--- config.mk ---
export PLATFORM = sky130hd
export DESIGN_NAME = lhpu_limp_unlock
export DESIGN_NICKNAME = d
export VERILOG_FILES = /design/src/rtl/lhpu_pkg.sv /design/src/rtl/lhpu_tmr_if.sv /design/src/rtl/lhpu_limp_unlock.sv /design/src/rtl/lhpu_timer.sv /design/src/rtl/lhpu_ign_decode.sv
export VERILOG_INCLUDE_DIRS = /design/src /design/src/rtl
export SDC_FILE = /design/constraint.sdc
export NUM_CORES = 1
export LEC_CHECK = 0
export ABC_AREA = 1
export BUFFER_PORTS_ARGS = -buffer_cell sky130_fd_sc_hd__buf_2
export CORE_MARGIN = 4
export CORE_UTILIZATION = 55
export CTS_BUF_LIST = sky130_fd_sc_hd__clkbuf_16
export CTS_CLUSTER_SIZE = 24
export DETAILED_ROUTE_END_ITERATION = 7
export GPL_TIMING_DRIVEN = 0
export PLACE_DENSITY = 0.83
export SYNTH_ARGS = -nofsm -noshare
export SYNTH_HDL_FRONTEND = slang
export SYNTH_SLANG_ARGS = --single-unit
--- constraint.sdc ---
create_clock -name pclk -period 2.4 [get_ports pclk]
set_input_delay 0.48 -clock pclk [delete_from_list [all_inputs] [get_ports pclk]]
set_output_delay 0.48 -clock pclk [all_outputs]
set_load 0.01 [all_outputs]
--- src/rtl/lhpu_regs.svh ---
// lhpu_regs.svh: register offsets, field positions, reset values, timing
// assumes pclk at 40 ns and one 32-bit APB word per register
`ifndef LHPU_REGS_SVH
`define LHPU_REGS_SVH
// register byte offsets
`define LHPU_OFS_CMD    8'h00
`define LHPU_OFS_PWD    8'h04
`define LHPU_OFS_STAT   8'h08
`define LHPU_OFS_IRQ    8'h0C
`define LHPU_OFS_MASK   8'h10
// command field and password field
`define LHPU_CMD_LSB    0
`define LHPU_PWD_W      16
// status bits
`define LHPU_ST_START   0
`define LHPU_ST_LOCKOUT 1
`define LHPU_ST_PWD_LRN 2
`define LHPU_ST_KEY_LRN 3
`define LHPU_ST_KEY_FLT 4
`define LHPU_ST_OLD_OK  5
`define LHPU_ST_STATE   6
// interrupt bits, shared by status and mask
`define LHPU_IRQ_W      6
`define LHPU_IRQ_GRANT  0
`define LHPU_IRQ_WRONG  1
`define LHPU_IRQ_EXPIRE 2
`define LHPU_IRQ_RELOCK 3
`define LHPU_IRQ_TAUGHT 4
`define LHPU_IRQ_REFUSE 5
`define LHPU_MASK_RST   6'h00
// timing
`define LHPU_CLK_NS     40
`define LHPU_TICK_NS    1000000
`define LHPU_TICK_CYC   (`LHPU_TICK_NS / `LHPU_CLK_NS)
`define LHPU_UNLOCK_S   30
`define LHPU_RELOCK_S   8
`define LHPU_LOCKOUT_H  1
`define LHPU_GAP_MS     2000
`define LHPU_UNLOCK_MS  (`LHPU_UNLOCK_S * 1000)
`define LHPU_RELOCK_MS  (`LHPU_RELOCK_S * 1000)
`define LHPU_LOCKOUT_MS (`LHPU_LOCKOUT_H * 3600000)
`endif

--- src/rtl/lhpu_pkg.sv ---
// lhpu_pkg: types of the limp-home unlock block
// assumes nothing beyond a SystemVerilog compiler
package lhpu_pkg;
  typedef enum logic [1:0] {
    LHPU_CMD_NONE  = 2'h0,
    LHPU_CMD_LIMP  = 2'h1,
    LHPU_CMD_OLD   = 2'h2,
    LHPU_CMD_TEACH = 2'h3
  } lhpu_cmd_t;
  // gray path locked -> open -> off-wait
  typedef enum logic [1:0] {
    LHPU_LOCKED  = 2'h0,
    LHPU_OPEN    = 2'h1,
    LHPU_OFFWAIT = 2'h3
  } lhpu_state_t;
  typedef logic [15:0] lhpu_pwd_t;
endpackage

--- src/rtl/lhpu_tmr_if.sv ---
// lhpu_tmr_if: control and status of one millisecond timer
// assumes one controller and one timer share it
`timescale 1ns/10ps
`default_nettype none
interface lhpu_tmr_if;
  logic load;
  logic clear;
  logic tick;
  logic busy;
  logic done;
  modport ctl (output load, output clear, output tick,
               input busy, input done);
  modport tmr (input load, input clear, input tick,
               output busy, output done);
endinterface
`default_nettype wire

--- src/rtl/lhpu_limp_unlock.sv ---
// lhpu_limp_unlock: limp-home password unlock of the engine controller
// assumes APB on pclk, synchronous inputs and an outside keeper
// that echoes lockout_active back on nv_lock_in
//
// The APB slave port and the address map were left to the implementer.
`timescale 1ns/10ps
`default_nettype none
`include "lhpu_regs.svh"
// How it works
// - limp-home requests count only during a key fault.
// - with no four-digit password stored, limp-home fails.
// - a match with key and password both learnt opens a 30 s window.
// - engine start is allowed only while that window runs.
// - a wrong password blocks limp-home for one hour.
// - the hour cannot be cut and restarts in full at power-up.
// - the password may also come as ignition pulses.
// - an accepted password restarts the 30 s window unless the relock ends in that same cycle.
// - eight seconds after ignition off it locks again.
// - after relocking a new password is needed.
// - with a learnt password a change first needs the old one confirmed.
// - with no password learnt a new one is taken directly.
module lhpu_limp_unlock #(
  parameter int unsigned TICK_CYC   = `LHPU_TICK_CYC,
  parameter int unsigned UNLOCK_MS  = `LHPU_UNLOCK_MS,
  parameter int unsigned RELOCK_MS  = `LHPU_RELOCK_MS,
  parameter int unsigned LOCKOUT_MS = `LHPU_LOCKOUT_MS,
  parameter int unsigned GAP_MS     = `LHPU_GAP_MS
) (
  input  wire logic        pclk,
  input  wire logic        presetn,
  input  wire logic        psel,
  input  wire logic        penable,
  input  wire logic        pwrite,
  input  wire logic [7:0]  paddr,
  input  wire logic [31:0] pwdata,
  output logic [31:0]      prdata,
  output logic             pready,
  output logic             pslverr,
  input  wire logic        key_fault,
  input  wire logic        key_learnt,
  input  wire logic        ign_on,
  input  wire logic        nv_lock_in,
  output logic             start_enable,
  output logic             lockout_active,
  output logic             irq
);
  localparam int unsigned TICK_W = 15;
  localparam int unsigned IW     = `LHPU_IRQ_W;

  lhpu_tmr_if win_if ();
  lhpu_tmr_if off_if ();
  lhpu_tmr_if lock_if ();

  logic [TICK_W-1:0]     pre_reg;
  logic                  tick_reg;
  logic                  ign_q_reg;
  logic                  ign_rise;
  logic                  ign_fall;
  logic                  init_reg;
  logic                  nv_restart;
  logic                  dig_valid;
  logic [3:0]            dig;
  logic [1:0]            dig_cnt_reg;
  logic [11:0]           dig_sr_reg;
  logic                  ign_req;
  lhpu_pkg::lhpu_pwd_t   ign_pwd;
  logic                  setup;
  logic                  access;
  logic                  wr_en;
  logic                  rd_en;
  logic                  hit;
  logic [31:0]           rd_mux;
  logic [31:0]           prdata_reg;
  lhpu_pkg::lhpu_cmd_t   tst_cmd;
  lhpu_pkg::lhpu_pwd_t   entry_reg;
  lhpu_pkg::lhpu_pwd_t   store_reg;
  logic                  learnt_reg;
  logic                  old_ok_reg;
  lhpu_pkg::lhpu_pwd_t   req_pwd;
  logic                  req_limp;
  logic                  match;
  logic                  refuse;
  logic                  grant;
  logic                  wrong;
  logic                  old_bad;
  logic                  teach_ok;
  logic                  teach_bad;
  lhpu_pkg::lhpu_state_t state_reg;
  lhpu_pkg::lhpu_state_t state_next;
  logic [IW-1:0]         irq_reg;
  logic [IW-1:0]         irq_set;
  logic [IW-1:0]         irq_clr;
  logic [IW-1:0]         mask_reg;
  logic [7:0]            stat;

  // shared millisecond prescaler
  always_ff @(posedge pclk or negedge presetn) begin
    if (!presetn) begin
      pre_reg  <= '0;
      tick_reg <= 1'b0;
    end else if (pre_reg == TICK_W'(TICK_CYC - 1)) begin
      pre_reg  <= '0;
      tick_reg <= 1'b1;
    end else begin
      pre_reg  <= pre_reg + 1'b1;
      tick_reg <= 1'b0;
    end
  end

  // ignition edges
  always_ff @(posedge pclk or negedge presetn) begin
    if (!presetn) begin
      ign_q_reg <= 1'b0;
    end else begin
      ign_q_reg <= ign_on;
    end
  end
  assign ign_rise = ign_on && !ign_q_reg;
  assign ign_fall = !ign_on && ign_q_reg;

  lhpu_ign_decode #(
    .GAP_MS (GAP_MS),
    .GAP_W  (11)
  ) u_ign (
    .pclk        (pclk),
    .presetn     (presetn),
    .ign_on      (ign_on),
    .tick        (tick_reg),
    .digit_valid (dig_valid),
    .digit       (dig)
  );

  always_ff @(posedge pclk or negedge presetn) begin
    if (!presetn) begin
      dig_cnt_reg <= 2'h0;
      dig_sr_reg  <= 12'h000;
    end else if (dig_valid) begin
      dig_cnt_reg <= dig_cnt_reg + 2'h1;
      dig_sr_reg  <= {dig_sr_reg[7:0], dig};
    end
  end
  assign ign_req = dig_valid && dig_cnt_reg == 2'h3;
  assign ign_pwd = {dig_sr_reg, dig};

  // apb: no wait states, read data taken at setup
  assign setup  = psel && !penable;
  assign access = psel && penable;
  assign wr_en  = access && pwrite;
  assign rd_en  = access && !pwrite;
  assign pready = 1'b1;
  assign hit    = paddr == `LHPU_OFS_CMD  || paddr == `LHPU_OFS_PWD  ||
                  paddr == `LHPU_OFS_STAT || paddr == `LHPU_OFS_IRQ  ||
                  paddr == `LHPU_OFS_MASK;
  assign pslverr = access && !hit;

  // status word
  assign stat = {state_reg, old_ok_reg, key_fault, key_learnt,
                 learnt_reg, lock_if.busy, start_enable};

  // write-only words read as zero
  always_comb begin
    rd_mux = 32'h0000_0000;
    if (paddr == `LHPU_OFS_STAT) begin
      rd_mux = 32'(stat);
    end else if (paddr == `LHPU_OFS_IRQ) begin
      rd_mux = 32'(irq_reg);
    end else if (paddr == `LHPU_OFS_MASK) begin
      rd_mux = 32'(mask_reg);
    end
  end

  always_ff @(posedge pclk or negedge presetn) begin
    if (!presetn) begin
      prdata_reg <= 32'h0000_0000;
    end else if (setup && !pwrite) begin
      prdata_reg <= rd_mux;
    end
  end
  assign prdata = prdata_reg;

  // password entry word and interrupt mask
  always_ff @(posedge pclk or negedge presetn) begin
    if (!presetn) begin
      entry_reg <= 16'h0000;
      mask_reg  <= `LHPU_MASK_RST;
    end else if (wr_en) begin
      if (paddr == `LHPU_OFS_PWD) begin
        entry_reg <= pwdata[`LHPU_PWD_W-1:0];
      end
      if (paddr == `LHPU_OFS_MASK) begin
        mask_reg <= pwdata[IW-1:0];
      end
    end
  end

  // command taken at the access edge
  assign tst_cmd = (wr_en && paddr == `LHPU_OFS_CMD) ?
                   lhpu_pkg::lhpu_cmd_t'(pwdata[`LHPU_CMD_LSB +: 2]) :
                   lhpu_pkg::LHPU_CMD_NONE;

  // tester wins a clash, the ignition entry is lost
  assign req_limp = tst_cmd == lhpu_pkg::LHPU_CMD_LIMP ||
                    (tst_cmd == lhpu_pkg::LHPU_CMD_NONE && ign_req);
  assign req_pwd  = (tst_cmd == lhpu_pkg::LHPU_CMD_NONE) ? ign_pwd :
                    entry_reg;
  assign match = req_pwd == store_reg;
  // refuse without fault, password, learnt key, or in lockout
  assign refuse = !key_fault || !learnt_reg || !key_learnt || lock_if.busy;
  // unlock on a full match, both learnt
  assign grant = req_limp && !refuse && match;
  // a mismatch on a request that is not refused is a wrong password
  assign wrong = req_limp && !refuse && !match;

  // old password check and gated change
  assign old_bad   = tst_cmd == lhpu_pkg::LHPU_CMD_OLD && learnt_reg &&
                     !match;
  // first teach needs no old password
  assign teach_ok  = tst_cmd == lhpu_pkg::LHPU_CMD_TEACH &&
                     (!learnt_reg || old_ok_reg);
  assign teach_bad = tst_cmd == lhpu_pkg::LHPU_CMD_TEACH && !teach_ok;

  // password store, volatile in this block
  always_ff @(posedge pclk or negedge presetn) begin
    if (!presetn) begin
      store_reg  <= 16'h0000;
      learnt_reg <= 1'b0;
    end else if (teach_ok) begin
      store_reg  <= entry_reg;
      learnt_reg <= 1'b1;
    end
  end

  // confirmation lasts until the next teach or check
  always_ff @(posedge pclk or negedge presetn) begin
    if (!presetn) begin
      old_ok_reg <= 1'b0;
    end else if (tst_cmd == lhpu_pkg::LHPU_CMD_OLD) begin
      old_ok_reg <= learnt_reg && match;
    end else if (tst_cmd == lhpu_pkg::LHPU_CMD_TEACH) begin
      old_ok_reg <= 1'b0;
    end
  end

  // saved lockout taken at the first edge
  always_ff @(posedge pclk or negedge presetn) begin
    if (!presetn) begin
      init_reg <= 1'b0;
    end else begin
      init_reg <= 1'b1;
    end
  end
  assign nv_restart = !init_reg && nv_lock_in;

  // lockout loads the full hour, nothing clears it early
  assign lock_if.load  = wrong || nv_restart;
  assign lock_if.clear = 1'b0;
  assign lock_if.tick  = tick_reg;
  assign lockout_active = lock_if.busy;

  // a grant restarts the window from full unless off_if.done clears it in that same cycle
  assign win_if.load  = grant;
  // relock kills the window so a new password is needed
  assign win_if.clear = off_if.done;
  assign win_if.tick  = tick_reg;

  // relock timer runs while ignition is off
  assign off_if.load  = (state_reg == lhpu_pkg::LHPU_OPEN && ign_fall) ||
                        (grant && !ign_on);
  // a grant out of locked must not be cancelled by the locked clear
  assign off_if.clear = ign_rise || (grant && ign_on) ||
                        (state_reg == lhpu_pkg::LHPU_LOCKED && !grant);
  assign off_if.tick  = tick_reg;

  lhpu_timer #(
    .LEN (UNLOCK_MS),
    .W   (15)
  ) u_win (
    .pclk    (pclk),
    .presetn (presetn),
    .t       (win_if)
  );

  lhpu_timer #(
    .LEN (RELOCK_MS),
    .W   (13)
  ) u_off (
    .pclk    (pclk),
    .presetn (presetn),
    .t       (off_if)
  );

  lhpu_timer #(
    .LEN (LOCKOUT_MS),
    .W   (22)
  ) u_lock (
    .pclk    (pclk),
    .presetn (presetn),
    .t       (lock_if)
  );

  // unlock state: a grant always wins over expiry
  always_comb begin
    state_next = state_reg;
    if (grant) begin
      state_next = ign_on ? lhpu_pkg::LHPU_OPEN : lhpu_pkg::LHPU_OFFWAIT;
    end else begin
      unique case (state_reg)
        lhpu_pkg::LHPU_LOCKED: begin
          state_next = lhpu_pkg::LHPU_LOCKED;
        end
        lhpu_pkg::LHPU_OPEN: begin
          if (win_if.done) begin
            state_next = lhpu_pkg::LHPU_LOCKED;
          end else if (ign_fall) begin
            state_next = lhpu_pkg::LHPU_OFFWAIT;
          end
        end
        lhpu_pkg::LHPU_OFFWAIT: begin
          if (off_if.done || win_if.done) begin
            state_next = lhpu_pkg::LHPU_LOCKED;
          end else if (ign_rise) begin
            state_next = lhpu_pkg::LHPU_OPEN;
          end
        end
        default: begin
          state_next = lhpu_pkg::LHPU_LOCKED;
        end
      endcase
    end
  end

  always_ff @(posedge pclk or negedge presetn) begin
    if (!presetn) begin
      state_reg <= lhpu_pkg::LHPU_LOCKED;
    end else begin
      state_reg <= state_next;
    end
  end

  // start only while the window runs
  assign start_enable = win_if.busy &&
                        state_reg != lhpu_pkg::LHPU_LOCKED;

  // events into sticky status bits
  always_comb begin
    irq_set = '0;
    irq_set[`LHPU_IRQ_GRANT]  = grant;
    irq_set[`LHPU_IRQ_WRONG]  = wrong || old_bad;
    irq_set[`LHPU_IRQ_EXPIRE] = win_if.done;
    irq_set[`LHPU_IRQ_RELOCK] = off_if.done;
    irq_set[`LHPU_IRQ_TAUGHT] = teach_ok;
    irq_set[`LHPU_IRQ_REFUSE] = (req_limp && refuse) || teach_bad;
  end

  // clear only what the read returned, so a late event is kept
  assign irq_clr = (rd_en && paddr == `LHPU_OFS_IRQ) ?
                   prdata_reg[IW-1:0] : '0;

  // set wins over the read clear
  always_ff @(posedge pclk or negedge presetn) begin
    if (!presetn) begin
      irq_reg <= '0;
    end else begin
      irq_reg <= (irq_reg & ~irq_clr) | irq_set;
    end
  end

  assign irq = |(irq_reg & mask_reg);
endmodule
`default_nettype wire

--- src/rtl/lhpu_timer.sv ---
// lhpu_timer: down counter of millisecond ticks with done pulse
// assumes tick is a one-cycle pulse from the block's prescaler
`timescale 1ns/10ps
`default_nettype none
module lhpu_timer #(
  parameter int unsigned LEN = 30000,
  parameter int unsigned W   = 15
) (
  input wire logic pclk,
  input wire logic presetn,
  lhpu_tmr_if.tmr  t
);
  localparam logic [W-1:0] LEN_W = W'(LEN);
  logic [W-1:0] cnt_reg;
  logic         done_reg;

  // clear beats load, load restarts from the full length
  always_ff @(posedge pclk or negedge presetn) begin
    if (!presetn) begin
      cnt_reg <= '0;
    end else if (t.clear) begin
      cnt_reg <= '0;
    end else if (t.load) begin
      cnt_reg <= LEN_W;
    end else if (t.tick && cnt_reg != '0) begin
      cnt_reg <= cnt_reg - 1'b1;
    end
  end

  // done only on natural expiry, never after clear or reload
  always_ff @(posedge pclk or negedge presetn) begin
    if (!presetn) begin
      done_reg <= 1'b0;
    end else begin
      done_reg <= t.tick && !t.clear && !t.load && cnt_reg == W'(1);
    end
  end

  assign t.busy = cnt_reg != '0;
  assign t.done = done_reg;
endmodule
`default_nettype wire

--- src/rtl/lhpu_ign_decode.sv ---
// lhpu_ign_decode: turns ignition on/off pulses into decimal digits
// assumes ign_on is synchronous and tick is a 1 ms pulse
`timescale 1ns/10ps
`default_nettype none
`include "lhpu_regs.svh"
module lhpu_ign_decode #(
  parameter int unsigned GAP_MS = `LHPU_GAP_MS,
  parameter int unsigned GAP_W  = 11
) (
  input  wire logic       pclk,
  input  wire logic       presetn,
  input  wire logic       ign_on,
  input  wire logic       tick,
  output logic            digit_valid,
  output logic [3:0]      digit
);
  logic             ign_q_reg;
  logic [3:0]       pulses_reg;
  logic [GAP_W-1:0] gap_reg;
  logic             rise;
  logic             emit;

  assign rise = ign_on && !ign_q_reg;
  // a digit closes once ignition stays off for the whole gap
  assign emit = tick && !ign_on && gap_reg == GAP_W'(1) && pulses_reg != 4'h0;

  always_ff @(posedge pclk or negedge presetn) begin
    if (!presetn) begin
      ign_q_reg <= 1'b0;
    end else begin
      ign_q_reg <= ign_on;
    end
  end

  // ten pulses stand for the digit zero, more wrap round
  always_ff @(posedge pclk or negedge presetn) begin
    if (!presetn) begin
      pulses_reg <= 4'h0;
    end else if (rise) begin
      pulses_reg <= (pulses_reg == 4'hA) ? 4'h1 : pulses_reg + 4'h1;
    end else if (emit) begin
      pulses_reg <= 4'h0;
    end
  end

  // gap timer reloads while ignition is on
  always_ff @(posedge pclk or negedge presetn) begin
    if (!presetn) begin
      gap_reg <= '0;
    end else if (ign_on) begin
      gap_reg <= GAP_W'(GAP_MS);
    end else if (tick && gap_reg != '0) begin
      gap_reg <= gap_reg - 1'b1;
    end
  end

  always_ff @(posedge pclk or negedge presetn) begin
    if (!presetn) begin
      digit_valid <= 1'b0;
      digit       <= 4'h0;
    end else begin
      digit_valid <= emit;
      if (emit) begin
        digit <= (pulses_reg == 4'hA) ? 4'h0 : pulses_reg;
      end
    end
  end
endmodule
`default_nettype wire

Word-level counts from Yosys, hierarchy flattened
Index checks and enable logic that the tools add are counted.
W data, S select, Z words.
{"block": "classes", "n_addsub": 7, "n_eq_ne": 18, "muxes": 31, "n_bitwise": 4, "n_reduce_logical": 91}
{"op": "$mux W15", "count": 4}
{"op": "$mux W22", "count": 2}
{"op": "$logic_and A1 B1 Y1", "count": 40}
{"op": "$mux W13", "count": 3}
{"op": "$mux W11", "count": 2}
{"op": "$reduce_bool A22 Y1", "count": 1}
{"op": "$sub A22 B1 Y22 const B", "count": 1}
{"op": "$mux W6", "count": 3}
{"op": "$eq A16 B16 Y1", "count": 1}
{"op": "$eq A8 B4 Y1 const B", "count": 2}
{"op": "$logic_not A1 Y1", "count": 16}
{"op": "$logic_or A1 B1 Y1", "count": 16}
{"op": "$mux W16", "count": 1}
{"op": "$mux W4", "count": 4}
{"op": "$add A15 B1 Y15 const B", "count": 1}
{"op": "$eq A15 B1 Y1 const B", "count": 1}
{"op": "$eq A15 B15 Y1 const B", "count": 1}
{"op": "$reduce_bool A15 Y1", "count": 1}
{"op": "$sub A15 B1 Y15 const B", "count": 1}
{"op": "$mux W2", "count": 7}
{"op": "$eq A13 B1 Y1 const B", "count": 1}
{"op": "$reduce_bool A13 Y1", "count": 1}
{"op": "$sub A13 B1 Y13 const B", "count": 1}
{"op": "$and A6 B6 Y6", "count": 2}
{"op": "24 further kinds", "count": 38}
{"block": "totals", "ff_bits": 184}

Logic depth before layout (Yosys ltp)
Gate-level depths: netlist of run 1.
{"block": "depth", "depth_word": 16, "ltp_mapped": 20, "mapped_depth_nobuf": 19}

By module
A second synthesis of run 1 with hierarchy kept.
{"block": "unflattened", "hier_cells": 1308, "area_unflattened_um2": 9653.0}
{"module": "lhpu_limp_unlock", "instances": 1, "cells_per_inst": 622, "area_per_inst_um2": 4742.0}
{"module": "lhpu_timer (u_lock)", "instances": 1, "cells_per_inst": 229, "area_per_inst_um2": 1561.5}
{"module": "lhpu_ign_decode", "instances": 1, "cells_per_inst": 157, "area_per_inst_um2": 1246.2}
{"module": "lhpu_timer (u_win)", "instances": 1, "cells_per_inst": 163, "area_per_inst_um2": 1127.3}
{"module": "lhpu_timer (u_off)", "instances": 1, "cells_per_inst": 137, "area_per_inst_um2": 975.9}

Worst setup path before layout of run 1
Ideal clock, no wire load.
{"block": "synth_path", "kind": "input to register", "start": "input paddr[1]", "end": "register u_lock.cnt_reg[10]", "setup_time_ns": 0.125, "t_arrival_ns": 2.247, "setup_slack_ns": 0.028, "path_stages": 18, "cell_sequence": "inv_1 > nand2_1 > nor2_2 > buf_4 > nand3_2 > nand2_4 > nand2_1 > nand3b_1 > nand2_1 > nor2_1 > nand2_1 > nor2_2 > nand2_2 > nand2_2 > nand2_2 > buf_2 > a31oi_1 > o21ai_1"}
{"block": "synth_between", "elab_chain_cells": 10, "word_cells_on_any_way": 15, "classes_between": "eq/ne (2); mux (3); reduce/logical (10)"}
{"element": "from (decl)", "line_no": "lhpu_limp_unlock.sv:34", "source": "input wire logic [7:0] paddr,"}
{"element": "$logic_not A8 Y1 (no line) *"}
{"element": "$logic_and A1 B1 Y1 (no line) *"}
{"element": "$mux W2 *", "line_no": "lhpu_limp_unlock.sv:197", "source": "assign tst_cmd = (wr_en && paddr == `LHPU_OFS_CMD) ?"}
{"element": "$logic_not A2 Y1", "line_no": "lhpu_limp_unlock.sv:203, lhpu_limp_unlock.sv:204"}
{"element": "$mux W16 or $logic_and A1 B1 Y1 (tied branches)", "line_no": "lhpu_limp_unlock.sv:204, lhpu_limp_unlock.sv:203"}
{"element": "$eq A16 B16 Y1 or $logic_or A1 B1 Y1 (tied branches)", "line_no": "lhpu_limp_unlock.sv:206, lhpu_limp_unlock.sv:202"}
{"element": "$logic_not A1 Y1 or $logic_and A1 B1 Y1 (tied branches)", "line_no": "lhpu_limp_unlock.sv:212", "source": "assign wrong = req_limp && !refuse && !match;"}
{"element": "$logic_and A1 B1 Y1 *", "line_no": "lhpu_limp_unlock.sv:212"}
{"element": "$logic_or A1 B1 Y1 *", "line_no": "lhpu_limp_unlock.sv:255", "source": "assign lock_if.load = wrong || nv_restart;"}
{"element": "$mux W22 or $reduce_bool A2 Y1 (tied branches)"}
{"element": "to (signal assigned)", "line_no": "lhpu_timer.sv:26", "source": "cnt_reg <= cnt_reg - 1'b1;"}
{"element": "to (decl)", "line_no": "lhpu_timer.sv:14", "source": "logic [W-1:0] cnt_reg;"}
Every way passes the cells marked *; elsewhere a longest branch is shown, timed or not.
A chain may end at the register's enable or synchronous reset.

Worst setup path in the final report of run 1
{"block": "layout_path", "start": "input paddr[7]", "end": "register state_reg[1]"}
{"block": "layout_between", "elab_chain_cells": 10, "word_cells_on_any_way": 15, "classes_between": "eq/ne (4); mux (3); reduce/logical (8)"}
{"element": "$logic_not A8 Y1 (no line) *"}
{"element": "$logic_and A1 B1 Y1 (no line) *"}
{"element": "$mux W2 *", "line_no": "lhpu_limp_unlock.sv:197"}
{"element": "parallel branches: the longest is 4 deep, another holds $mux W16"}
{"element": "$logic_and A1 B1 Y1 *", "line_no": "lhpu_limp_unlock.sv:210", "source": "assign grant = req_limp && !refuse && match;"}
{"element": "$ne A4 B3 Y1 (no line) or $ne A4 B4 Y1 (tied branches)"}
{"element": "$reduce_and A2 Y1 (no line)"}
{"element": "to (signal assigned)", "line_no": "lhpu_limp_unlock.sv:334", "source": "state_reg <= lhpu_pkg::LHPU_LOCKED;"}
{"element": "to (signal assigned)", "line_no": "lhpu_limp_unlock.sv:336", "source": "state_reg <= state_next;"}
{"element": "to (decl)", "line_no": "lhpu_limp_unlock.sv:88", "source": "lhpu_pkg::lhpu_state_t state_reg;"}
Mark *: on every way between the ends.

==> impl_metrics.py, run 1 <==
metrics = {
    "worst_setup_path": {
        "cp-startpoint": "paddr[7]",
        "ff2ff_path_depth": 10,
        "crit_chain": "buf_2 > nor2_4 > nand2_4 > nor2_8 > o211ai_4 > buf_6 > nand2_4 > nand2_2 > nand2_1 > nand2_1 > nor2_1 > nand2_2 > nor2_4 > buf_6 > nand4_4 > buf_4 > buf_4 > a31oi_1",
        "required_ns": 2.75,
        "cp_data_arrival_time_ns": 2.84,
        "critical_path.startpoint_type": "input port",
        "reg2reg_setup_slack_ns": 0.12,
        "crit_end": "state_reg[1]$_DFFE_PN0P_",
        "r2r_end": "state_reg[1]$_DFFE_PN0P_",
        "slowest_stage": "nor2_4",
        "crit_type": "in2reg",
        "r2r_start": "u_lock.cnt_reg[0]$_DFFE_PN0P_",
        "end_kind": "flop",
        "cpPeakStageDelay_ns": 0.23,
        "cp_max_fo": 6,
    },
    "power_and_ir_drop": {
        "powerDensity_nw_per_um2": 632,
        "ir_worst_vdd_mv": 0.799,
        "p_leak_nw": 5.23,
    },
    "synthesis": {
        "synthFlopType": "dfrtp_1",
        "async_flop_share": 1.00,
        "ys_ff_latch": 160,
        "synthDistinctLibCells": 48,
        "yosysWarnings": 0,
        "synth_edf_count": 0,
        "syn_avg_cell_area_um2": 7.82,
        "yosysTopAreaCellShare": 0.462,
        "synthCells": 1109,
        "synthTopCellsByArea": "dfrtp_1 46%, nand2_1 11%, inv_1 6.5%",
        "synth.largest_area_cell": "dfrtp_1",
        "syn_area_um2": 8670,
        "synth-seq-area-share": 0.462,
    },
    "outcome": {
        "violations": "setup timing",
        "status": "complete, but fails checks",
    },
    "cts": {
        "cts-buffers-inserted": 17,
        "clk_path_buf_depth": 2,
        "worstSkewPairLatency_ns": 0.43,
        "cts.sinks": 160,
        "clk_root_buffer_cell": "clkbuf_16",
        "htree_levels": 4,
        "cts_tree": "built",
        "clkTransAtPathRegs_ns": 0.06,
    },
    "grt": {
        "grt_pass1_wl_um": 33900,
        "grt.overflow.total": 0,
        "grt_max_degree": 113,
        "first_global_vias": 7329,
        "grt_antenna_before_repair": 0,
        "grt_use_total": 0.232,
    },
    "place": {
        "port_buffers": 42,
        "globalplace.congestion": 0.882,
        "hpwlAfterDp_um": 13600,
        "placed_cell_area_um2": 9280,
        "post-place-cells": 1387,
    },
    "layout": {
        "final_nets": 1297,
        "nFillCells": 1130,
        "stdcell_count": 1459,
        "final_common_cell": "nand2_1",
        "diodes": 0,
        "layout_common_cells": "218 x nand2_1, 159 x dfrtp_1, 146 x inv_1",
        "largest_reg_flops": 22,
        "drive_above_1_share": 0.201,
        "area_delta_synth_final_pct": 23.1,
        "layout.core_utilization": 0.697,
        "postLayoutCellArea_um2": 10700,
    },
    "timing": {
        "tightest_slew_ns": 0.841,
        "setup_viol": 26,
        "relSlewSlack": 0.434,
        "max_freq_mhz": 401,
        "min_period_over_period": 1.04,
        "setup_ws_ns": -0.0918,
        "drv_slew": 0,
        "rsz0062_at_grt": "yes",
        "period_needed_ns": 2.49,
        "final.setup_skew_ns": 0.00777,
        "finalHoldViolations": 0,
    },
    "detailed_routing": {
        "viasPerCell": 5.42,
        "wl_per_cell_um": 15.0,
        "routed-via-count": 7903,
        "drt_pre_antenna_iters": 6,
        "drtIter0Drc": 773,
        "postRouteAntennaNets": 0,
        "routed_wl_um": 21900,
        "drcViolationCount": 0,
    },
    "run": {
        "cap_violations": 0,
    },
    "floorplanning": {
        "dieArea_um2": 17800,
        "dieWidth_um": 134,
        "core-area_um2": 15300,
        "ioPinCount": 86,
        "fp-row-count": 45,
        "initial_core_util": 0.566,
        "die_y_um": 134,
    },
    "min_path": {
        "min_path_type": "in2reg",
    },
}
==> how the worst min path moves through the flow <==
stage / startpoint / end / slack (ns) / depth (start not counted)
detailed placement: presetn / pre_reg[6]$_DFF_PN0_ / 0.41 / 1
CTS: ign_on / u_ign.ign_q_reg$_DFF_PN0_ / 0.26 / 1
floorplan: presetn / dig_cnt_reg[0]$_DFFE_PN0P_ / 0.18 / 0
global placement: dig_sr_reg[5]$_DFFE_PN0P_ / dig_sr_reg[9]$_DFFE_PN0P_ / 0.45 / 2
finish: ign_on / u_ign.ign_q_reg$_DFF_PN0_ / 0.27 / 1
global route: ign_on / u_ign.ign_q_reg$_DFF_PN0_ / 0.25 / 1
==> timing repair <==
action / CTS / global route
endpoints found under the setup margin: 56 / 58
cloned: 1 / 2
endpoints found under the hold margin: 48 / 0
hold buffers: 1 / 0
gates resized for setup: 41 / 108
setup buffers: 16 / 21
pin swaps: 15 / 37
==> cells by family after synthesis <==
group / after synthesis / share of synthesized area
other: 2 / 0.000866
DFF: 160 / 0.462
AOI/OAI and AO/OA: 160 / 0.109
and+or+nand+nor: 518 / 0.261
muxes: 1 / 0.00130
adders and majority gates: 12 / 0.0173
xor gates and xnor gates: 43 / 0.0434
buffers and inverters: 213 / 0.106
==> per-stage QoR <==
stage / hold WS (ns) / setup WS (ns) / total power [mW] / setup TNS, ns
2_1_floorplan: 0.184 / 0.0279 / 3.68 / 0
3_3_place_gp: 0.454 / -1.56 / 3.91 / -275.73
3_5_place_dp: 0.409 / -0.656 / 3.94 / -32.01
4_1_cts: 0.259 / -0.00524 / 6.68 / -0.00524
5_1_grt: 0.254 / -0.217 / 7.07 / -6.60
6_report: 0.269 / -0.0918 / 6.74 / -0.732
==> where the power goes <==
group | internal (mW) | total (mW) | leakage, nW | switching (mW)
clock network | 1.61 | 2.70 | 0.280 | 1.09
logic | 0.442 | 1.09 | 2.92 | 0.646
registers | 2.82 | 2.95 | 2.03 | 0.131
total | 4.87 | 6.74 | 5.23 | 1.87
==> cell usage after synthesis, types with 3 or more instances <==
library cell  number
nor3_1            27
nor2_2             4
nand3b_1          18
dfrtp_1          160
ha_1              12
o21ai_1           10
nand2_2            4
nor2_1           124
o31ai_1            8
o2111ai_1          6
inv_2              6
clkinv_1          11
o21ai_0           68
nand2_1          254
xnor2_1           10
o211ai_1          12
inv_1            150
nand3_1           51
nand4_1           12
a211oi_1           6
buf_2              3
a31oi_1            5
buf_4             27
xor2_1            33
nand3_2            3
nor4_1            13
a21oi_1           30
o22ai_1            7
clkbuf_1          12
==> layout make-up <==
type,instances,area [um2],share of cell area
inverter,167,636,0.0595
tap,211,264,0.0247
clock inverter,14,151,0.0142
sequential,160,4010,0.375
clock buffer,17,425,0.0399
timing repair buffer,83,609,0.0571
multi-input combinational,761,4270,0.400
buffer,46,312,0.0292
==> critical path, delay by kind of cell <==
kind,cells,cell delay (ns)
AND/OR/NAND/NOR,11,1.32
AO/OA/AOI/OAI,2,0.29
buffers and inverters,5,0.74
==> routing by layer <==
| layer | global-route usage | wire, um | vias to the layer above |
|---|---|---|---|
| met1 | 0.298 | 8990 | 3768 |
| met4 | 0.0823 | 521 | 0 |
| met5 | 0 | 0 | - |
| met3 | 0.0525 | 1370 | 50 |
| met2 | 0.388 | 11000 | 309 |
| li1 | - | - | 3776 |
No activity file was read; power rests on OpenSTA's default activity.
==> run 2: changes to the inputs <==
--- a/config.mk
+++ b/config.mk
@@ -9,12 +9,12 @@
 export ABC_AREA = 1
 export BUFFER_PORTS_ARGS = -buffer_cell sky130_fd_sc_hd__buf_2
 export CORE_MARGIN = 4
-export CORE_UTILIZATION = 55
+export CORE_UTILIZATION = 60
 export CTS_BUF_LIST = sky130_fd_sc_hd__clkbuf_16
 export CTS_CLUSTER_SIZE = 24
 export DETAILED_ROUTE_END_ITERATION = 7
 export GPL_TIMING_DRIVEN = 0
-export PLACE_DENSITY = 0.83
+export PLACE_DENSITY = 0.89
 export SYNTH_ARGS = -nofsm -noshare
 export SYNTH_HDL_FRONTEND = slang
 export SYNTH_SLANG_ARGS = --single-unit
==> run 2 against run 1 <==
Effect of this change: the run now ends clean; critical path type is now reg2out; register-to-register slack got worse by 0.03 ns; power rose by 5.7%; first-iteration DRC count rose by 2.2%; via count rose by 2.7%; combinational power barely moved; largest power group is now clock; worst setup slack improved by 0.098 ns.
==> impl_metrics.py, run 2 (synthesized netlist as in run 1, its figures left out) <==
metrics = {
    "grt": {
        "grt.overflow.total": 0,
        "use_met1": 0.323,
        "top_usage_layer": "met2",
        "grtUsageMet2": 0.431,
        "grt_antenna_before_repair": 0,
        "first_global_vias": 7271,
        "grt_pass1_wl_um": 33700,
        "use_met3": 0.0571,
        "grt_max_degree": 92,
        "grt_use_total": 0.254,
    },
    "timing": {
        "setup_viol": 0,
        "tightest_slew_ns": 0.816,
        "rsz0062_at_grt": "yes",
        "max_freq_mhz": 418,
        "final.setup_skew_ns": 0.00913,
        "drv_slew": 0,
        "min_period_over_period": 0.997,
        "finalHoldViolations": 0,
        "relSlewSlack": 0.456,
        "period_needed_ns": 2.39,
    },
    "min_path": {
        "min_path_type": "in2async",
    },
    "cts": {
        "clkTransAtPathRegs_ns": 0.06,
        "htree_levels": 4,
        "cts.sinks": 160,
        "cts_tree": "built",
        "postCtsHoldBufs": 0,
        "clk_path_buf_depth": 2,
        "clk_root_buffer_cell": "clkbuf_16",
        "cts-buffers-inserted": 17,
        "worstSkewPairLatency_ns": 0.44,
    },
    "floorplanning": {
        "dieWidth_um": 128,
        "fp-row-count": 43,
        "die_y_um": 128,
        "dieArea_um2": 16400,
        "initial_core_util": 0.618,
        "ioPinCount": 86,
        "core-area_um2": 14000,
    },
    "power_and_ir_drop": {
        "total_power_mw": 7.13,
        "powerDensity_nw_per_um2": 674,
        "power_frac_seq": 0.415,
        "pwr-share-comb": 0.152,
        "power_switching_mw": 1.93,
        "p_int_mw": 5.20,
        "ir_worst_vdd_mv": 1.02,
        "swShare": 0.271,
        "p_leak_nw": 5.24,
        "power_frac_clock": 0.434,
    },
    "layout": {
        "layout_common_cells": "233 x nand2_1, 160 x dfrtp_1, 145 x inv_1",
        "final_nets": 1297,
        "drive_above_1_share": 0.187,
        "final_common_cell": "nand2_1",
        "largest_reg_flops": 22,
        "stdcell_count": 1429,
        "area_delta_synth_final_pct": 22.0,
        "diodes": 0,
    },
    "place": {
        "port_buffers": 42,
        "hpwlAfterDp_um": 13600,
        "post-place-cells": 1356,
        "globalplace.congestion": 0.932,
    },
    "worst_setup_path": {
        "cpPeakStageDelay_ns": 0.40,
        "cp_max_fo": 3,
        "slowest_stage": "dfrtp_1",
        "end_kind": "output pin",
        "required_ns": 1.92,
        "cp_data_arrival_time_ns": 1.91,
        "crit_chain": "inv_2 > ha_4 > nand2_4 > nor2_4 > nand2_2 > inv_2 > nand2_4 > nor3_4 > nor2_2 > buf_2",
        "crit_type": "reg2out",
        "critical_path.startpoint_type": "flop",
    },
    "detailed_routing": {
        "routed_wl_um": 22800,
        "drtIter0Drc": 790,
        "viasPerCell": 5.68,
        "drt_pre_antenna_iters": 5,
        "drcViolationCount": 0,
        "postRouteAntennaNets": 0,
        "wl_per_cell_um": 16.0,
        "routed-via-count": 8118,
    },
    "outcome": {
        "status": "completed",
    },
    "run": {
        "cap_violations": 0,
    },
}
## run 2: cell count changes in the layout (fill, tap and decap cells not counted), moves of 2 or more
| cell | before | now |
|---|---|---|
| nand2_1 | 218 | 233 |
| nand2_2 | 27 | 17 |
| nor2_2 | 5 | 14 |
| buf_4 | 59 | 66 |
| buf_6 | 15 | 9 |
| clkinv_2 | 5 | 0 |
| nand2_4 | 15 | 10 |
| nor2_4 | 13 | 8 |
| nor2_1 | 111 | 107 |
| bufinv_16 | 3 | 6 |
| clkinv_1 | 7 | 10 |
| clkinv_4 | 0 | 2 |
## run 2: routing by layer
layer | share of wire | vias to the layer above
met5 | 0 | -
met4 | 0.034 | 0
met3 | 0.077 | 93
met2 | 0.51 | 448
met1 | 0.38 | 3792
li1 | - | 3785
## run 2: path summary, 6_finish.rpt
| path | startpoint | to | slack, ns | depth (start not counted) |
|---|---|---|---|---|
| max | u_win.cnt_reg[0]$_DFFE_PN0P_ | start_enable | 0.006 | 10 |
| min | presetn | store_reg[10]$_DFFE_PN0P_ | 0.11 | 1 |
| max reg2reg | u_lock.cnt_reg[0]$_DFFE_PN0P_ | u_off.cnt_reg[6]$_DFFE_PN0P_ | 0.09 | 13 |
| min reg2reg | dig_sr_reg[7]$_DFFE_PN0P_ | dig_sr_reg[11]$_DFFE_PN0P_ | 0.49 | 2 |
| max in group asynchronous | presetn | u_off.cnt_reg[6]$_DFFE_PN0P_ | 1.47 | 2 |
| min in group pclk | ign_on | u_ign.ign_q_reg$_DFF_PN0_ | 0.27 | 1 |
## run 2: cell type report
cell class | count | area [um2]
fill | 893 | 3460
sequential | 160 | 4000
timing repair buffer | 83 | 571
multi-input combinational | 761 | 4170
buffer | 46 | 314
clock inverter | 15 | 243
inverter | 167 | 632
tap | 180 | 225
clock buffer | 17 | 425
## run 2: critical path, delay by kind of cell (launching register included)
family	cells	cell delay (ns)
simple gates	6	0.59
fa+ha+maj	1	0.17
flops	1	0.40
buf+inv	3	0.35
## run 2: repair_timing
action | in CTS | in global routing
cloned | 1 | 2
resized for setup | 38 | 68
buffers inserted | 9 | 29
setup endpoints to repair | 56 | 57
pin swaps | 12 | 31
## run 2: per-stage QoR
step,hold slack [ns],util,setup TNS [ns],setup slack [ns],instance area (um2)
floorplan,0.184,-,0,0.0279,8760
global placement,0.456,0.655,-266.11,-1.51,9200
detailed placement,0.467,0.658,-29.52,-0.609,9230
CTS,0.160,0.720,-0.0320,-0.0208,10100
global route,0.199,0.754,-1.34,-0.0929,10600
finish,0.114,0.754,0,0.00613,10600
## run 2: power by group through the flow
| stage | registers [mW] | clock network [mW] | logic (mW) |
|---|---|---|---|
| 2_1_floorplan | 2.97 | 0 | 0.709 |
| 3_5_place_dp | 2.99 | 0 | 0.955 |
| 4_1_cts | 2.95 | 3.10 | 0.988 |
| 3_3_place_gp | 2.98 | 0 | 0.919 |
| 5_1_grt | 2.97 | 3.23 | 1.21 |
| 6_report | 2.96 | 3.09 | 1.08 |
==> run 3: changes to the inputs <==
--- a/config.mk
+++ b/config.mk
@@ -8,13 +8,15 @@
 export LEC_CHECK = 0
 export ABC_AREA = 1
 export BUFFER_PORTS_ARGS = -buffer_cell sky130_fd_sc_hd__buf_2
+export CELL_PAD_IN_SITES_DETAIL_PLACEMENT = 1
+export CELL_PAD_IN_SITES_GLOBAL_PLACEMENT = 1
 export CORE_MARGIN = 4
-export CORE_UTILIZATION = 60
+export CORE_UTILIZATION = 44
 export CTS_BUF_LIST = sky130_fd_sc_hd__clkbuf_16
 export CTS_CLUSTER_SIZE = 24
 export DETAILED_ROUTE_END_ITERATION = 7
 export GPL_TIMING_DRIVEN = 0
-export PLACE_DENSITY = 0.89
+export PLACE_DENSITY = 0.88
 export SYNTH_ARGS = -nofsm -noshare
 export SYNTH_HDL_FRONTEND = slang
 export SYNTH_SLANG_ARGS = --single-unit
==> run 3 against run 2 <==
Effect of this change: the flow now finishes with violations (setup timing); global-route usage shrank 0.86 points; final cell count grew 6.9%; worst setup slack lost 0.25 ns; design area grew 4.2%; utilization shrank 19 points; register-to-register slack lost 0.25 ns; routed wire length grew 49%; clock power shrank 8.1%; power grew 2.0%.
==> impl_metrics.py, run 3 (synthesized netlist as in run 1, its figures left out) <==
metrics = {
    "detailed_routing": {
        "postRouteAntennaNets": 0,
        "drcViolationCount": 0,
        "routed_wl_um": 34000,
        "viasPerCell": 5.71,
        "drtIter0Drc": 584,
        "wl_per_cell_um": 22.3,
        "drt_pre_antenna_iters": 7,
        "routed-via-count": 8722,
    },
    "cts": {
        "cts-buffers-inserted": 17,
        "worstSkewPairLatency_ns": 0.45,
        "clkTransAtPathRegs_ns": 0.08,
        "clk_path_buf_depth": 2,
        "cts_tree": "built",
        "cts.sinks": 160,
        "clk_root_buffer_cell": "clkbuf_16",
        "htree_levels": 4,
    },
    "grt": {
        "grt_use_total": 0.245,
        "grt_pass1_wl_um": 43800,
        "grt_antenna_before_repair": 0,
        "grtUsageMet2": 0.443,
        "grt.overflow.total": 0,
        "top_usage_layer": "met2",
        "grt_max_degree": 118,
        "first_global_vias": 8715,
        "use_met1": 0.286,
        "use_met3": 0.0433,
    },
    "power_and_ir_drop": {
        "p_int_mw": 4.88,
        "ir_worst_vdd_mv": 0.643,
        "powerDensity_nw_per_um2": 659,
        "power_frac_clock": 0.391,
        "p_leak_nw": 5.40,
        "power_switching_mw": 2.40,
        "power_frac_seq": 0.410,
        "swShare": 0.329,
        "pwr-share-comb": 0.199,
    },
    "timing": {
        "period_needed_ns": 2.65,
        "setup_ws_ns": -0.247,
        "final.setup_skew_ns": 0.0201,
        "relSlewSlack": 0.428,
        "tightest_slew_ns": 0.851,
        "finalHoldViolations": 0,
        "rsz0062_at_grt": "yes",
        "fin_setup_tns_ns": -6.08,
        "min_period_over_period": 1.10,
        "drv_slew": 0,
        "setup_viol": 45,
        "max_freq_mhz": 378,
    },
    "worst_setup_path": {
        "cp_data_arrival_time_ns": 3.03,
        "r2r_start": "u_lock.cnt_reg[17]$_DFFE_PN0P_",
        "cp_max_fo": 6,
        "crit_type": "in2reg",
        "end_kind": "flop",
        "cp-startpoint": "paddr[3]",
        "required_ns": 2.78,
        "critical_path.startpoint_type": "input port",
    },
    "layout": {
        "area_delta_synth_final_pct": 27.2,
        "diodes": 0,
        "layout_common_cells": "207 x nand2_1, 160 x dfrtp_1, 142 x inv_1",
        "final_common_cell": "nand2_1",
        "drive_above_1_share": 0.235,
        "final_nets": 1310,
        "stdcell_count": 1527,
        "largest_reg_flops": 22,
    },
    "outcome": {
        "status": "complete, but fails checks",
        "violations": "setup timing",
    },
    "min_path": {
        "min_path_type": "in2reg",
        "hold_start": "ign_on",
    },
    "floorplanning": {
        "die_y_um": 148,
        "fp-row-count": 51,
        "core-area_um2": 19400,
        "dieArea_um2": 22000,
        "ioPinCount": 86,
        "initial_core_util": 0.447,
        "dieWidth_um": 148,
    },
    "place": {
        "hpwlAfterDp_um": 16600,
        "globalplace.congestion": 0.832,
        "port_buffers": 42,
        "post-place-cells": 1441,
        "place_ws_ns": -0.781,
    },
    "run": {
        "cap_violations": 0,
    },
}
==> run 3: cell count changes in the layout (fill, tap and decap cells not counted), moves of 5 or more <==
cell | before | now
nor2_1 | 107 | 99
nand2_2 | 17 | 37
o31ai_1 | 8 | 3
nand3_1 | 47 | 42
nor2_2 | 14 | 19
nand2_1 | 233 | 207
inv_6 | 0 | 6
buf_6 | 9 | 22
==> run 3: layer usage <==
| metal | wire length (um) | vias up |
|---|---|---|
| met5 | 0 | - |
| met4 | 1780 | 0 |
| met3 | 1620 | 146 |
| met2 | 18000 | 367 |
| met1 | 12600 | 4403 |
| li1 | - | 3806 |
==> run 3: layout make-up <==
| class | instances | area (um2) |
|---|---|---|
| buffer | 46 | 327 |
| tap | 265 | 332 |
| multi-input combinational | 761 | 4410 |
| clock inverter | 15 | 155 |
| timing repair buffer | 96 | 746 |
| sequential | 160 | 4000 |
| clock buffer | 17 | 425 |
| inverter | 167 | 633 |
| fill | 2349 | 8370 |
==> run 3: per-stage QoR <==
stage	power, mW	util	instance area, um2	hold slack, ns
floorplan	3.68	-	8760	0.184
global placement	3.94	0.480	9310	0.456
global route	7.51	0.569	11000	0.225
finish	7.27	0.569	11000	0.231
CTS	6.82	0.535	10400	0.242
detailed placement	3.99	0.482	9340	0.392
==> run 3: final timing paths <==
| kind | end | slack, ns | cells past startpoint |
|---|---|---|---|
| worst min register to register | dig_cnt_reg[0]$_DFFE_PN0P_ | 0.51 | 1 |
| min in group asynchronous | pre_reg[6]$_DFF_PN0_ | 0.51 | 2 |
| worst min-delay path | u_ign.ign_q_reg$_DFF_PN0_ | 0.23 | 1 |
| max in group asynchronous | mask_reg[0]$_DFFE_PN0P_ | 0.93 | 3 |
| worst max-delay path | u_off.cnt_reg[6]$_DFFE_PN0P_ | -0.25 | 21 |
| worst max register to register | u_off.cnt_reg[6]$_DFFE_PN0P_ | -0.16 | 12 |
==> run 3: worst max-delay path, stage by stage <==
cell and delay, ns:
buf_2 0.11, inv_2 0.10, nand2_2 0.08, nor2_4 0.14
buf_8 0.15, nand3_4 0.17, nand2_8 0.19, nand2_1 0.10
nand3_1 0.08, nand2_1 0.07, nor2_1 0.15, nand2_1 0.11
nor2_4 0.20, buf_6 0.13, nand4_4 0.18, buf_6 0.22
nand3_2 0.09, nand2_2 0.07, inv_2 0.05, nand2_2 0.05
nand2_2 0.07
==> run 3: timing repair <==
| item | in CTS | in global routing |
|---|---|---|
| cloned | 3 | 2 |
| hold buffers | 1 | 0 |
| pin swaps | 14 | 43 |
| gates resized for setup | 68 | 126 |
| hold endpoints to repair | 43 | 0 |
| setup endpoints to repair | 60 | 63 |
| setup buffers | 21 | 27 |
==> run 3: power by group through the flow <==
stage	clock network [mW]	logic (mW)	registers [mW]
6_report	2.84	1.45	2.98
5_1_grt	2.95	1.57	2.99
4_1_cts	2.77	1.11	2.95
3_5_place_dp	0	1.00	2.99
3_3_place_gp	0	0.944	2.99
2_1_floorplan	0	0.709	2.97
